$ cat config.mk
export PLATFORM = sky130hd
export DESIGN_NAME = qtu_top
export DESIGN_NICKNAME = d
export VERILOG_FILES = /design/src/qtu_top.v
export VERILOG_INCLUDE_DIRS = /design/src /design/src/inc
export SDC_FILE = /design/constraint.sdc
export NUM_CORES = 2
export LEC_CHECK = 0
export ABC_AREA = 1
export ABC_CLOCK_PERIOD_IN_PS = 2800
export BUFFER_PORTS_ARGS = -buffer_cell sky130_fd_sc_hd__buf_4
export CELL_PAD_IN_SITES_DETAIL_PLACEMENT = 1
export CELL_PAD_IN_SITES_GLOBAL_PLACEMENT = 2
export CORE_MARGIN = 2
export CORE_UTILIZATION = 33
export CTS_CLUSTER_SIZE = 30
export DETAILED_ROUTE_END_ITERATION = 8
export MAX_ROUTING_LAYER = met4
export PLACE_DENSITY_LB_ADDON = 0.1
export SYNTH_ARGS = -nofsm -noshare
export SYNTH_HDL_FRONTEND = slang
export SYNTH_SLANG_ARGS = --single-unit
$ cat constraint.sdc
create_clock -name clk -period 2.8 [get_ports clk]
set_clock_uncertainty 0.15 [all_clocks]
set_input_delay 0.42 -clock clk [delete_from_list [all_inputs] [get_ports clk]]
set_output_delay 0.42 -clock clk [all_outputs]
set_load 0.02 [all_outputs]
$ cat src/inc/qtu_defines.vh
// Offsets, field positions, reset values and codes for the quad timer unit
`ifndef QTU_DEFINES_VH
`define QTU_DEFINES_VH
// Register byte offsets
`define QTU_MODE_OFS 8'h00
`define QTU_POL_OFS 8'h04
`define QTU_IEN_OFS 8'h08
`define QTU_PEND_OFS 8'h0C
`define QTU_PRSC_OFS 8'h10
`define QTU_CNT_OFS 8'h20
`define QTU_PER_OFS 8'h30
`define QTU_DTY_OFS 8'h40
// Register stride for per-subsystem registers
`define QTU_SUB_STRIDE 8'h04
// Mode field codes
`define QTU_MODE_LP 2'b00
`define QTU_MODE_PWM8 2'b01
// Mode register layout per subsystem nibble
`define QTU_MODE_BITS 4
`define QTU_MODE_FLD 2
// Pending flag positions within a subsystem nibble
`define QTU_FLAG_A 0
`define QTU_FLAG_B 1
`define QTU_FLAG_C 2
`define QTU_FLAG_D 3
// Reset values
`define QTU_RST_WORD 32'h0000_0000
`define QTU_RST_BYTE 8'h00
// Bus response codes
`define QTU_RESP_OKAY 2'b00
`define QTU_RESP_DECERR 2'b11
`endif

$ cat src/qtu_top.v
// Quad timer unit with dual 8-bit PWM subsystems behind an AXI4-Lite slave
//
// Added by the designer: the AXI4-Lite register port and the register offsets.
`timescale 1ns/100ps
`include "qtu_defines.vh"

module qtu_top #(
  parameter SUBS = 4
) (
  // Clock and reset
  input wire clk,
  input wire reset_n,
  // AXI4-Lite write address
  input wire [7:0] s_axi_awaddr,
  input wire s_axi_awvalid,
  output reg s_axi_awready,
  // AXI4-Lite write data
  input wire [31:0] s_axi_wdata,
  input wire [3:0] s_axi_wstrb,
  input wire s_axi_wvalid,
  output reg s_axi_wready,
  // AXI4-Lite write response
  output reg [1:0] s_axi_bresp,
  output reg s_axi_bvalid,
  input wire s_axi_bready,
  // AXI4-Lite read address
  input wire [7:0] s_axi_araddr,
  input wire s_axi_arvalid,
  output reg s_axi_arready,
  // AXI4-Lite read data
  output reg [31:0] s_axi_rdata,
  output reg [1:0] s_axi_rresp,
  output reg s_axi_rvalid,
  input wire s_axi_rready,
  // Timer pins and interrupt requests
  output reg [2*SUBS-1:0] timer_io_pin,
  output reg [SUBS-1:0] irq
);

  // Software-visible state
  reg [31:0] mode_reg;
  reg [31:0] pin_control_reg;
  reg [31:0] int_enable;
  reg [31:0] pending;
  reg [31:0] prescale_value;
  reg [15:0] period_compare_reg [0:SUBS-1];
  reg [15:0] duty_compare_reg [0:SUBS-1];

  // Captured bus write
  reg aw_held;
  reg w_held;
  reg [7:0] wr_addr;
  reg [31:0] wr_data;
  reg [3:0] wr_strb;

  // Cross-module state views
  wire [16*SUBS-1:0] cnt_view;
  wire [4*SUBS-1:0] events;
  wire [SUBS-1:0] tick;
  wire wr_fire;
  wire [31:0] wmask;
  wire [31:0] wval;

  // Write happens once both halves are held and no response pends
  assign wr_fire = aw_held & w_held & ~s_axi_bvalid;
  assign wmask = {{8{wr_strb[3]}}, {8{wr_strb[2]}}, {8{wr_strb[1]}}, {8{wr_strb[0]}}};
  assign wval = wr_data & wmask;

  // Address decode helpers
  function is_mapped;
    input [7:0] a;
    begin
      is_mapped = (a == `QTU_MODE_OFS) || (a == `QTU_POL_OFS) || (a == `QTU_IEN_OFS) ||
                  (a == `QTU_PEND_OFS) || (a == `QTU_PRSC_OFS) ||
                  ((a >= `QTU_CNT_OFS) && (a < `QTU_DTY_OFS + `QTU_SUB_STRIDE * SUBS) && (a[1:0] == 2'b00) &&
                   (a[3:2] < SUBS));
    end
  endfunction

  // AXI4-Lite write channel handling
  always @(posedge clk)
  begin
    if (!reset_n)
    begin
      s_axi_awready <= 1'b1;
      s_axi_wready <= 1'b1;
      s_axi_bvalid <= 1'b0;
      s_axi_bresp <= `QTU_RESP_OKAY;
      aw_held <= 1'b0;
      w_held <= 1'b0;
      wr_addr <= `QTU_RST_BYTE;
      wr_data <= `QTU_RST_WORD;
      wr_strb <= 4'h0;
    end
    else
    begin
      if (s_axi_awvalid & s_axi_awready)
      begin
        aw_held <= 1'b1;
        wr_addr <= s_axi_awaddr;
        s_axi_awready <= 1'b0;
      end
      if (s_axi_wvalid & s_axi_wready)
      begin
        w_held <= 1'b1;
        wr_data <= s_axi_wdata;
        wr_strb <= s_axi_wstrb;
        s_axi_wready <= 1'b0;
      end
      if (wr_fire)
      begin
        aw_held <= 1'b0;
        w_held <= 1'b0;
        s_axi_bvalid <= 1'b1;
        s_axi_bresp <= is_mapped(wr_addr) ? `QTU_RESP_OKAY : `QTU_RESP_DECERR;
      end
      if (s_axi_bvalid & s_axi_bready)
      begin
        s_axi_bvalid <= 1'b0;
        s_axi_awready <= 1'b1;
        s_axi_wready <= 1'b1;
      end
    end
  end

  // Read data multiplexer
  reg [31:0] rd_mux;
  integer ri;
  always @*
  begin
    rd_mux = `QTU_RST_WORD;
    case (s_axi_araddr)
      `QTU_MODE_OFS: rd_mux = mode_reg;
      `QTU_POL_OFS: rd_mux = pin_control_reg;
      `QTU_IEN_OFS: rd_mux = int_enable;
      `QTU_PEND_OFS: rd_mux = pending;
      `QTU_PRSC_OFS: rd_mux = prescale_value;
      default:
      begin
        for (ri = 0; ri < SUBS; ri = ri + 1)
        begin
          if (s_axi_araddr == `QTU_CNT_OFS + `QTU_SUB_STRIDE * ri)
            rd_mux = {16'h0000, cnt_view[16*ri +: 16]};
          if (s_axi_araddr == `QTU_PER_OFS + `QTU_SUB_STRIDE * ri)
            rd_mux = {16'h0000, period_compare_reg[ri]};
          if (s_axi_araddr == `QTU_DTY_OFS + `QTU_SUB_STRIDE * ri)
            rd_mux = {16'h0000, duty_compare_reg[ri]};
        end
      end
    endcase
  end

  // AXI4-Lite read channel, one-cycle answer
  always @(posedge clk)
  begin
    if (!reset_n)
    begin
      s_axi_arready <= 1'b1;
      s_axi_rvalid <= 1'b0;
      s_axi_rdata <= `QTU_RST_WORD;
      s_axi_rresp <= `QTU_RESP_OKAY;
    end
    else if (s_axi_arvalid & s_axi_arready)
    begin
      s_axi_arready <= 1'b0;
      s_axi_rvalid <= 1'b1;
      s_axi_rdata <= rd_mux;
      s_axi_rresp <= is_mapped(s_axi_araddr) ? `QTU_RESP_OKAY : `QTU_RESP_DECERR;
    end
    else if (s_axi_rvalid & s_axi_rready)
    begin
      s_axi_rvalid <= 1'b0;
      s_axi_arready <= 1'b1;
    end
  end

  // Control registers and pending flags
  integer si;
  always @(posedge clk)
  begin
    if (!reset_n)
    begin
      mode_reg <= `QTU_RST_WORD;
      pin_control_reg <= `QTU_RST_WORD;
      int_enable <= `QTU_RST_WORD;
      pending <= `QTU_RST_WORD;
      prescale_value <= `QTU_RST_WORD;
      for (si = 0; si < SUBS; si = si + 1)
      begin
        period_compare_reg[si] <= 16'h0000;
        duty_compare_reg[si] <= 16'h0000;
      end
    end
    else
    begin
      if (wr_fire && wr_addr == `QTU_MODE_OFS)
        mode_reg <= (mode_reg & ~wmask) | wval;
      if (wr_fire && wr_addr == `QTU_POL_OFS)
        pin_control_reg <= (pin_control_reg & ~wmask) | wval;
      if (wr_fire && wr_addr == `QTU_IEN_OFS)
        int_enable <= (int_enable & ~wmask) | wval;
      if (wr_fire && wr_addr == `QTU_PRSC_OFS)
        prescale_value <= (prescale_value & ~wmask) | wval;
      if (wr_fire && wr_addr == `QTU_PEND_OFS)
        pending <= (pending & ~wval) | {{(32-4*SUBS){1'b0}}, events};
      else
        pending <= pending | {{(32-4*SUBS){1'b0}}, events};
      for (si = 0; si < SUBS; si = si + 1)
      begin
        // compare writes blocked in low power
        if (mode_reg[`QTU_MODE_BITS*si+2 +: `QTU_MODE_FLD] != `QTU_MODE_LP)
        begin
          if (wr_fire && wr_addr == `QTU_PER_OFS + `QTU_SUB_STRIDE * si)
            period_compare_reg[si] <= (period_compare_reg[si] & ~wmask[15:0]) | wval[15:0];
          if (wr_fire && wr_addr == `QTU_DTY_OFS + `QTU_SUB_STRIDE * si)
            duty_compare_reg[si] <= (duty_compare_reg[si] & ~wmask[15:0]) | wval[15:0];
        end
      end
    end
  end

  // Interrupt requests, one per subsystem
  integer ii;
  always @(posedge clk)
  begin
    if (!reset_n)
      irq <= {SUBS{1'b0}};
    else
      for (ii = 0; ii < SUBS; ii = ii + 1)
        irq[ii] <= |(pending[4*ii +: 4] & int_enable[4*ii +: 4]);
  end

  // Per-subsystem prescaler
  // four independent subsystems
  genvar gs;
  generate
    for (gs = 0; gs < SUBS; gs = gs + 1)
    begin : g_sub
      reg [7:0] pre_cnt;
      wire any_run;
      wire low_power;
      wire [7:0] pre_val;
      assign any_run = mode_reg[`QTU_MODE_BITS*gs] | mode_reg[`QTU_MODE_BITS*gs+1];
      assign low_power = mode_reg[`QTU_MODE_BITS*gs+2 +: `QTU_MODE_FLD] == `QTU_MODE_LP;
      assign pre_val = prescale_value[8*gs +: 8];
      assign tick[gs] = any_run & ~low_power & (pre_cnt == pre_val);
      always @(posedge clk)
      begin
        if (!reset_n)
          pre_cnt <= 8'h00;
        else if (low_power)
          pre_cnt <= pre_cnt;
        else if (!any_run)
          pre_cnt <= 8'h00;
        else if (tick[gs])
          pre_cnt <= 8'h00;
        else
          pre_cnt <= pre_cnt + 8'h01;
      end
    end
  endgenerate

  // Per-channel 8-bit PWM; even channel uses low byte, odd the high byte
  genvar gc;
  generate
    for (gc = 0; gc < 2*SUBS; gc = gc + 1)
    begin : g_chan
      localparam SI = gc / 2;
      localparam HI = gc % 2;
      reg [7:0] cnt;
      reg [7:0] act_per;
      reg [7:0] act_duty;
      reg active;
      reg [7:0] next_cnt;
      reg next_active;
      wire run;
      wire pwm_mode;
      wire low_power;
      wire step;
      wire per_hit;
      wire duty_hit;
      wire cnt_wr;
      wire pol;
      assign run = mode_reg[`QTU_MODE_BITS*SI+HI];
      assign pol = pin_control_reg[gc];
      assign pwm_mode = mode_reg[`QTU_MODE_BITS*SI+2 +: `QTU_MODE_FLD] == `QTU_MODE_PWM8;
      assign low_power = mode_reg[`QTU_MODE_BITS*SI+2 +: `QTU_MODE_FLD] == `QTU_MODE_LP;
      assign step = pwm_mode & run & tick[SI];
      assign per_hit = cnt == act_per;
      assign duty_hit = cnt == act_duty;
      // counter preset only when both stopped
      assign cnt_wr = wr_fire & (wr_addr == `QTU_CNT_OFS + `QTU_SUB_STRIDE * SI) & ~low_power &
                      ~mode_reg[`QTU_MODE_BITS*SI] & ~mode_reg[`QTU_MODE_BITS*SI+1] & wr_strb[HI];
      assign cnt_view[8*gc +: 8] = cnt;
      assign events[4*SI + 2*HI] = step & duty_hit;
      assign events[4*SI + 2*HI + 1] = step & per_hit;

      // Next count and waveform state
      always @*
      begin
        next_cnt = cnt;
        next_active = active;
        if (cnt_wr)
          next_cnt = wr_data[8*HI +: 8];
        else if (step)
        begin
          // preset above period rolls at FF
          if (per_hit)
            next_cnt = 8'h00;
          else
            next_cnt = cnt + 8'h01;
          if (duty_hit && act_duty <= act_per)
            next_active = 1'b0;
          if (cnt == 8'h00 && act_duty != 8'h00)
            next_active = 1'b1;
        end
        if (!(pwm_mode & run))
          next_active = 1'b0;
      end

      // Counter, active compares and pin
      always @(posedge clk)
      begin
        if (!reset_n)
        begin
          cnt <= 8'h00;
          act_per <= 8'h00;
          act_duty <= 8'h00;
          active <= 1'b0;
          timer_io_pin[gc] <= 1'b0;
        end
        else
        begin
          cnt <= next_cnt;
          active <= next_active;
          timer_io_pin[gc] <= pol ^ next_active;
          // load on period match or stop
          if (!run || (step && per_hit))
          begin
            act_per <= period_compare_reg[SI][8*HI +: 8];
            act_duty <= duty_compare_reg[SI][8*HI +: 8];
          end
        end
      end
    end
  endgenerate

endmodule // qtu_top

# Yosys cells after proc, flatten, opt, wreduce, memory -nomap -nowiden
# Memories as Yosys holds them, arrays and structs flattened.
# Index checks and enable logic that the tools add are counted.
[totals]
register_bits = 491
mem_bits_rw = 128
inputBits = 59
output_inout_bits = 53
word_cells = 528
memories = 2
[mem_list]
columns = ["name", "depth", "word_bits", "read_ports", "rd_clocked_by_memory_dff", "write_ports", "line", "source"]
rows = [
  ["duty_compare_reg", 4, 16, 4, 0, 4, "qtu_top.v:47", "reg [15:0] duty_compare_reg [0:SUBS-1];"],
  ["period_compare_reg", 4, 16, 4, 0, 4, "qtu_top.v:46", "reg [15:0] period_compare_reg [0:SUBS-1];"],
]
[classes]
addsub = 12
order_cmp = 12
n_eq_ne = 56
muxes = 133
bitwise = 140
n_reduce_logical = 110
[ops]
columns = ["cell", "n"]
rows = [
  ["$mux 32", 12],
  ["$mux 8", 32],
  ["$and 32x32->32", 6],
  ["$eq 8x8->1", 20],
  ["$pmux 32 s5", 1],
  ["$mux 16", 9],
  ["$and 16x16->16", 8],
  ["$eq 8x6->1 const B", 16],
  ["$or 16x16->16", 8],
  ["$or 32x32->32", 4],
  ["$add 8x1->8 const B", 12],
  ["$logic_not 8->1", 10],
  ["$mux 1", 77],
  ["$and 1x1->1", 71],
  ["$eq 8x7->1 const B", 8],
  ["$le 8x8->1", 8],
  ["$not 32->32", 2],
  ["$or 32x16->32", 2],
  ["$reduce_bool 8->1", 8],
  ["$logic_and 1x1->1", 41],
  ["$eq 8x4->1 const B", 4],
  ["$reduce_bool 2->1", 13],
  ["$logic_or 1x1->1", 18],
  ["$and 4x4->4", 4],
  ["14 further kinds", 69],
]

# Longest topological paths before layout
[depth]
word_depth = 14
mapped_depth = 16
mapped_depth_nobuf = 15

# Least setup slack after synthesis
# Ideal clock, no wire load.
[synth_path]
path_kind = "flip-flop to flip-flop"
start = "register s_axi_bvalid"
end = "memory duty_compare_reg[3][0], in the netlist duty_compare_reg[0][48], enable pin"
arrival_ns = 2.197
path_slack_ns = 0.041
path_stages_with_launch = 6
path_buffers = 0
period_less_slack_ns = 2.759
path_cell_list = "dfxtp_1 -> inv_2 -> nand3_4 -> nor3_2 -> nand2_1 -> o21ai_0"
[synth_rtl]
columns = ["element", "line", "source"]
rows = [
  ["start: declaration", "qtu_top.v:24", "output reg s_axi_bvalid,"],
  ["start signal: assignment", "qtu_top.v:87", "s_axi_bvalid <= 1'b0;"],
  ["start signal: assignment", "qtu_top.v:114", "s_axi_bvalid <= 1'b1;"],
  ["start signal: assignment", "qtu_top.v:119", "s_axi_bvalid <= 1'b0;"],
  ["end: declaration", "qtu_top.v:47", ""],
]

==> impl_metrics.ini <==
[power]
p_per_area_mw_per_mm2 = 573
irDropWorstVdd_uv = 419
p_sw_mw = 5.67
switching_share_pct = 26.3
pwr-share-seq_pct = 44.4
cellLeakagePower_nw = 14.9
combPwrFrac_pct = 8.4
p_int_mw = 15.9
clock_power_share_pct = 47.2

[setup_path]
critPathMaxFanout = 6
crit_arrival_ns = 3.16
critPathSlowestCell = dfxtp_1
crit_path_end_kind = flip-flop
start_kind = flip-flop
critical_path_class = reg -> reg
critPathRequiredTime_ns = 3.24
crit_chain = inv_2 -> nand2_2 -> nand2_2 -> nor4_4 -> buf_4 -> nand3_2 -> buf_4 -> o21ai_0 -> nand2_1 -> nand2_1 -> nand2_1 -> a21oi_1 -> buf_4
max_stage_delay_ns = 0.37

[global_route]
grt-busiest-layer = met2
gr-usage-met1_pct = 39.7
grt_pass1_vias = 30200
gr-usage-met2_pct = 43.8
gr-usage-met3_pct = 2.89
antenna_found_initial = 6
grt_start_max_net_pins = 97
grt_pass1_wl_um = 202000
track_usage_pct = 28.2
grt.overflow.total = 0

[cells_and_area]
area_growth_syn_to_layout_pct = 20.8
layout-drive-gt1-share_pct = 12.7
final_util_pct = 40.3
seqCellArea_mm2 = 0.0136
multi_input_area_mm2 = 0.0147
nNetsFinal = 4580
nFillCells = 11500

[floorplan]
dieArea_mm2 = 0.0970
die_x_um = 312
io_pins = 112
core_area_mm2 = 0.0935
rows = 112
chipHeight_um = 312
start_util_pct = 33.4

[sta]
rsz0062_at_grt = no
period_needed_ns = 2.71
timing.setup.tns_ns = 0
finalMaxSlewViolations = 0
finalSetupViolations = 0
max_slew_margin_pct = 25.4
worst_slew_pin_slew_ns = 1.12
fin_crit_sh_pct = 97.0
fmax_ghz = 0.368
finalHoldViolCount = 0

[routing]
drt-vias-per-instance = 5.25
dr.pass1.iters = 7
drt-total-wl_um = 134000
drtIter0Drc = 2204
drt-wirelength-per-cell_um = 23.4
drc = 0
antenna_left = 0
num_vias = 30200

[cts]
cts_buffer_depth = 3
insertion_delay_ns = 0.65
cts_htree_levels = 3
cts_root_buffer = clkbuf_16
cts_buffers = 77
clock-sinks = 617
cts_tree = built
clkTransAtPathRegs_ns = 0.06

[yosys]
ys_ff_latch = 617
ys_seq_area_share_pct = 43.7
syn_inst = 4180
syn_area_mm2 = 0.0312
ys_types = 54
syn-mean-instance-area_um2 = 7.47
syn_nets = 4323
synth_edf_count = 128
synth_flop_cell = dfxtp_1
async_flop_share_pct = 0
ys_warn_count = 0

[flow_run]
drv_cap = 0

[placed_design]
port_buffers = 111
place.gp.congestion = 0.896
place.detailed.hpwl_um = 101000

[status]
status = complete, no violations

[min_path]
hp-class = in -> reg
min-delay-start = s_axi_wdata[7]
## stage by stage
stage                     hold WS (ns)  instance area (um^2)  total power, mW  instances  setup slack (ns)
after floorplan                  0.274                 31200             10.6       4180            0.0415
after global placement           0.282                 34700             11.5       5568           -0.0426
after detailed placement         0.287                 34700             11.5       5568            -0.136
after CTS                       0.0265                 37700             21.8       5751            0.0610
after global routing            0.0502                 37700             22.4       5754          0.000512
final                           0.0382                 37700             21.6       5755            0.0851
## power by group through the flow
stage	logic, mW	registers, mW	clock network [mW]
floorplan	0.902	9.69	0
global placement	1.74	9.77	0
detailed placement	1.76	9.77	0
CTS	1.82	9.58	10.4
global route	1.98	9.61	10.8
finish	1.81	9.58	10.2
## path summary, 6_finish.rpt
check,end,slack [ns],cells past startpoint
setup / recovery,timer_io_pin[5],0.09,13
hold / removal,wr_data[7],0.04,3
setup reg to reg,timer_io_pin[5],0.09,13
hold reg to reg,flip-flop,0.29,2
## final cells by class
cell class	count	share of cell area, %
diodes	1	0.00664
clock buffers	118	6.09
clock inverters	24	0.634
inverters	546	5.44
multi-input cells	2818	39.1
flip-flops and latches	617	36.2
well taps	1254	4.16
repair buffers	377	8.37
## routing by layer
metal / vias to the layer above / part of all wire [%]
met5: - / 0
met4: 0 / 1.9
met3: 136 / 4.0
met2: 571 / 45
met1: 15000 / 49
li1: 14500 / -
## kinds of logic after synthesis
kind of cell	count (synthesis)	synth area share, %
adder cells (fa/ha/maj)	84	3.37
buffers and inverters	745	9.22
XOR/XNOR	129	3.62
AND/OR/NAND/NOR	1463	20.5
AO/OA/AOI/OAI	1142	19.6
flip-flops	617	43.7
## Yosys cell counts, drive strengths merged, types with 28 or more instances
library cell | instances | area (um^2)
inv | 540 | 2030
o22ai | 64 | 400
clkbuf | 156 | 586
xnor2 | 82 | 718
a31oi | 28 | 175
buf | 43 | 244
nand2 | 616 | 2380
xor2 | 47 | 412
ha | 84 | 1050
dfxtp | 489 | 9790
nor3 | 60 | 359
nand3 | 161 | 838
nor2 | 484 | 1890
edfxtp | 128 | 3840
nand4 | 87 | 544
a21oi | 536 | 2680
o21ai | 433 | 2170
## cell usage in the layout, fill, tap and decap left out, types with 44 or more instances in the layout
cell type,n
o21ai_1,64
edfxtp_1,128
xor2_1,47
nor3_1,51
nand3_1,156
inv_1,496
o22ai_1,64
nor2_1,467
a21oi_1,536
ha_1,84
o21ai_0,369
dfxtp_1,489
buf_4,318
nand4_1,87
xnor2_1,82
inv_2,44
nand2_1,594
clkbuf_16,81
## critical path: cells and delay by family (launching register included)
kind / cells / cell delay, ns
AND/OR/NAND/NOR: 7 / 0.99
AO/OA/AOI/OAI: 2 / 0.49
flip-flops: 1 / 0.37
buffers and inverters: 4 / 0.65
## repair_timing
action	CTS	global route
setup endpoints to repair	8	14
setup buffers	0	3
gates resized for setup	1	2
hold buffers	41	0
endpoints found under the hold margin	44	0
gates cloned	0	0
pin swaps	0	1
No activity file was read; power rests on OpenSTA's default activity.
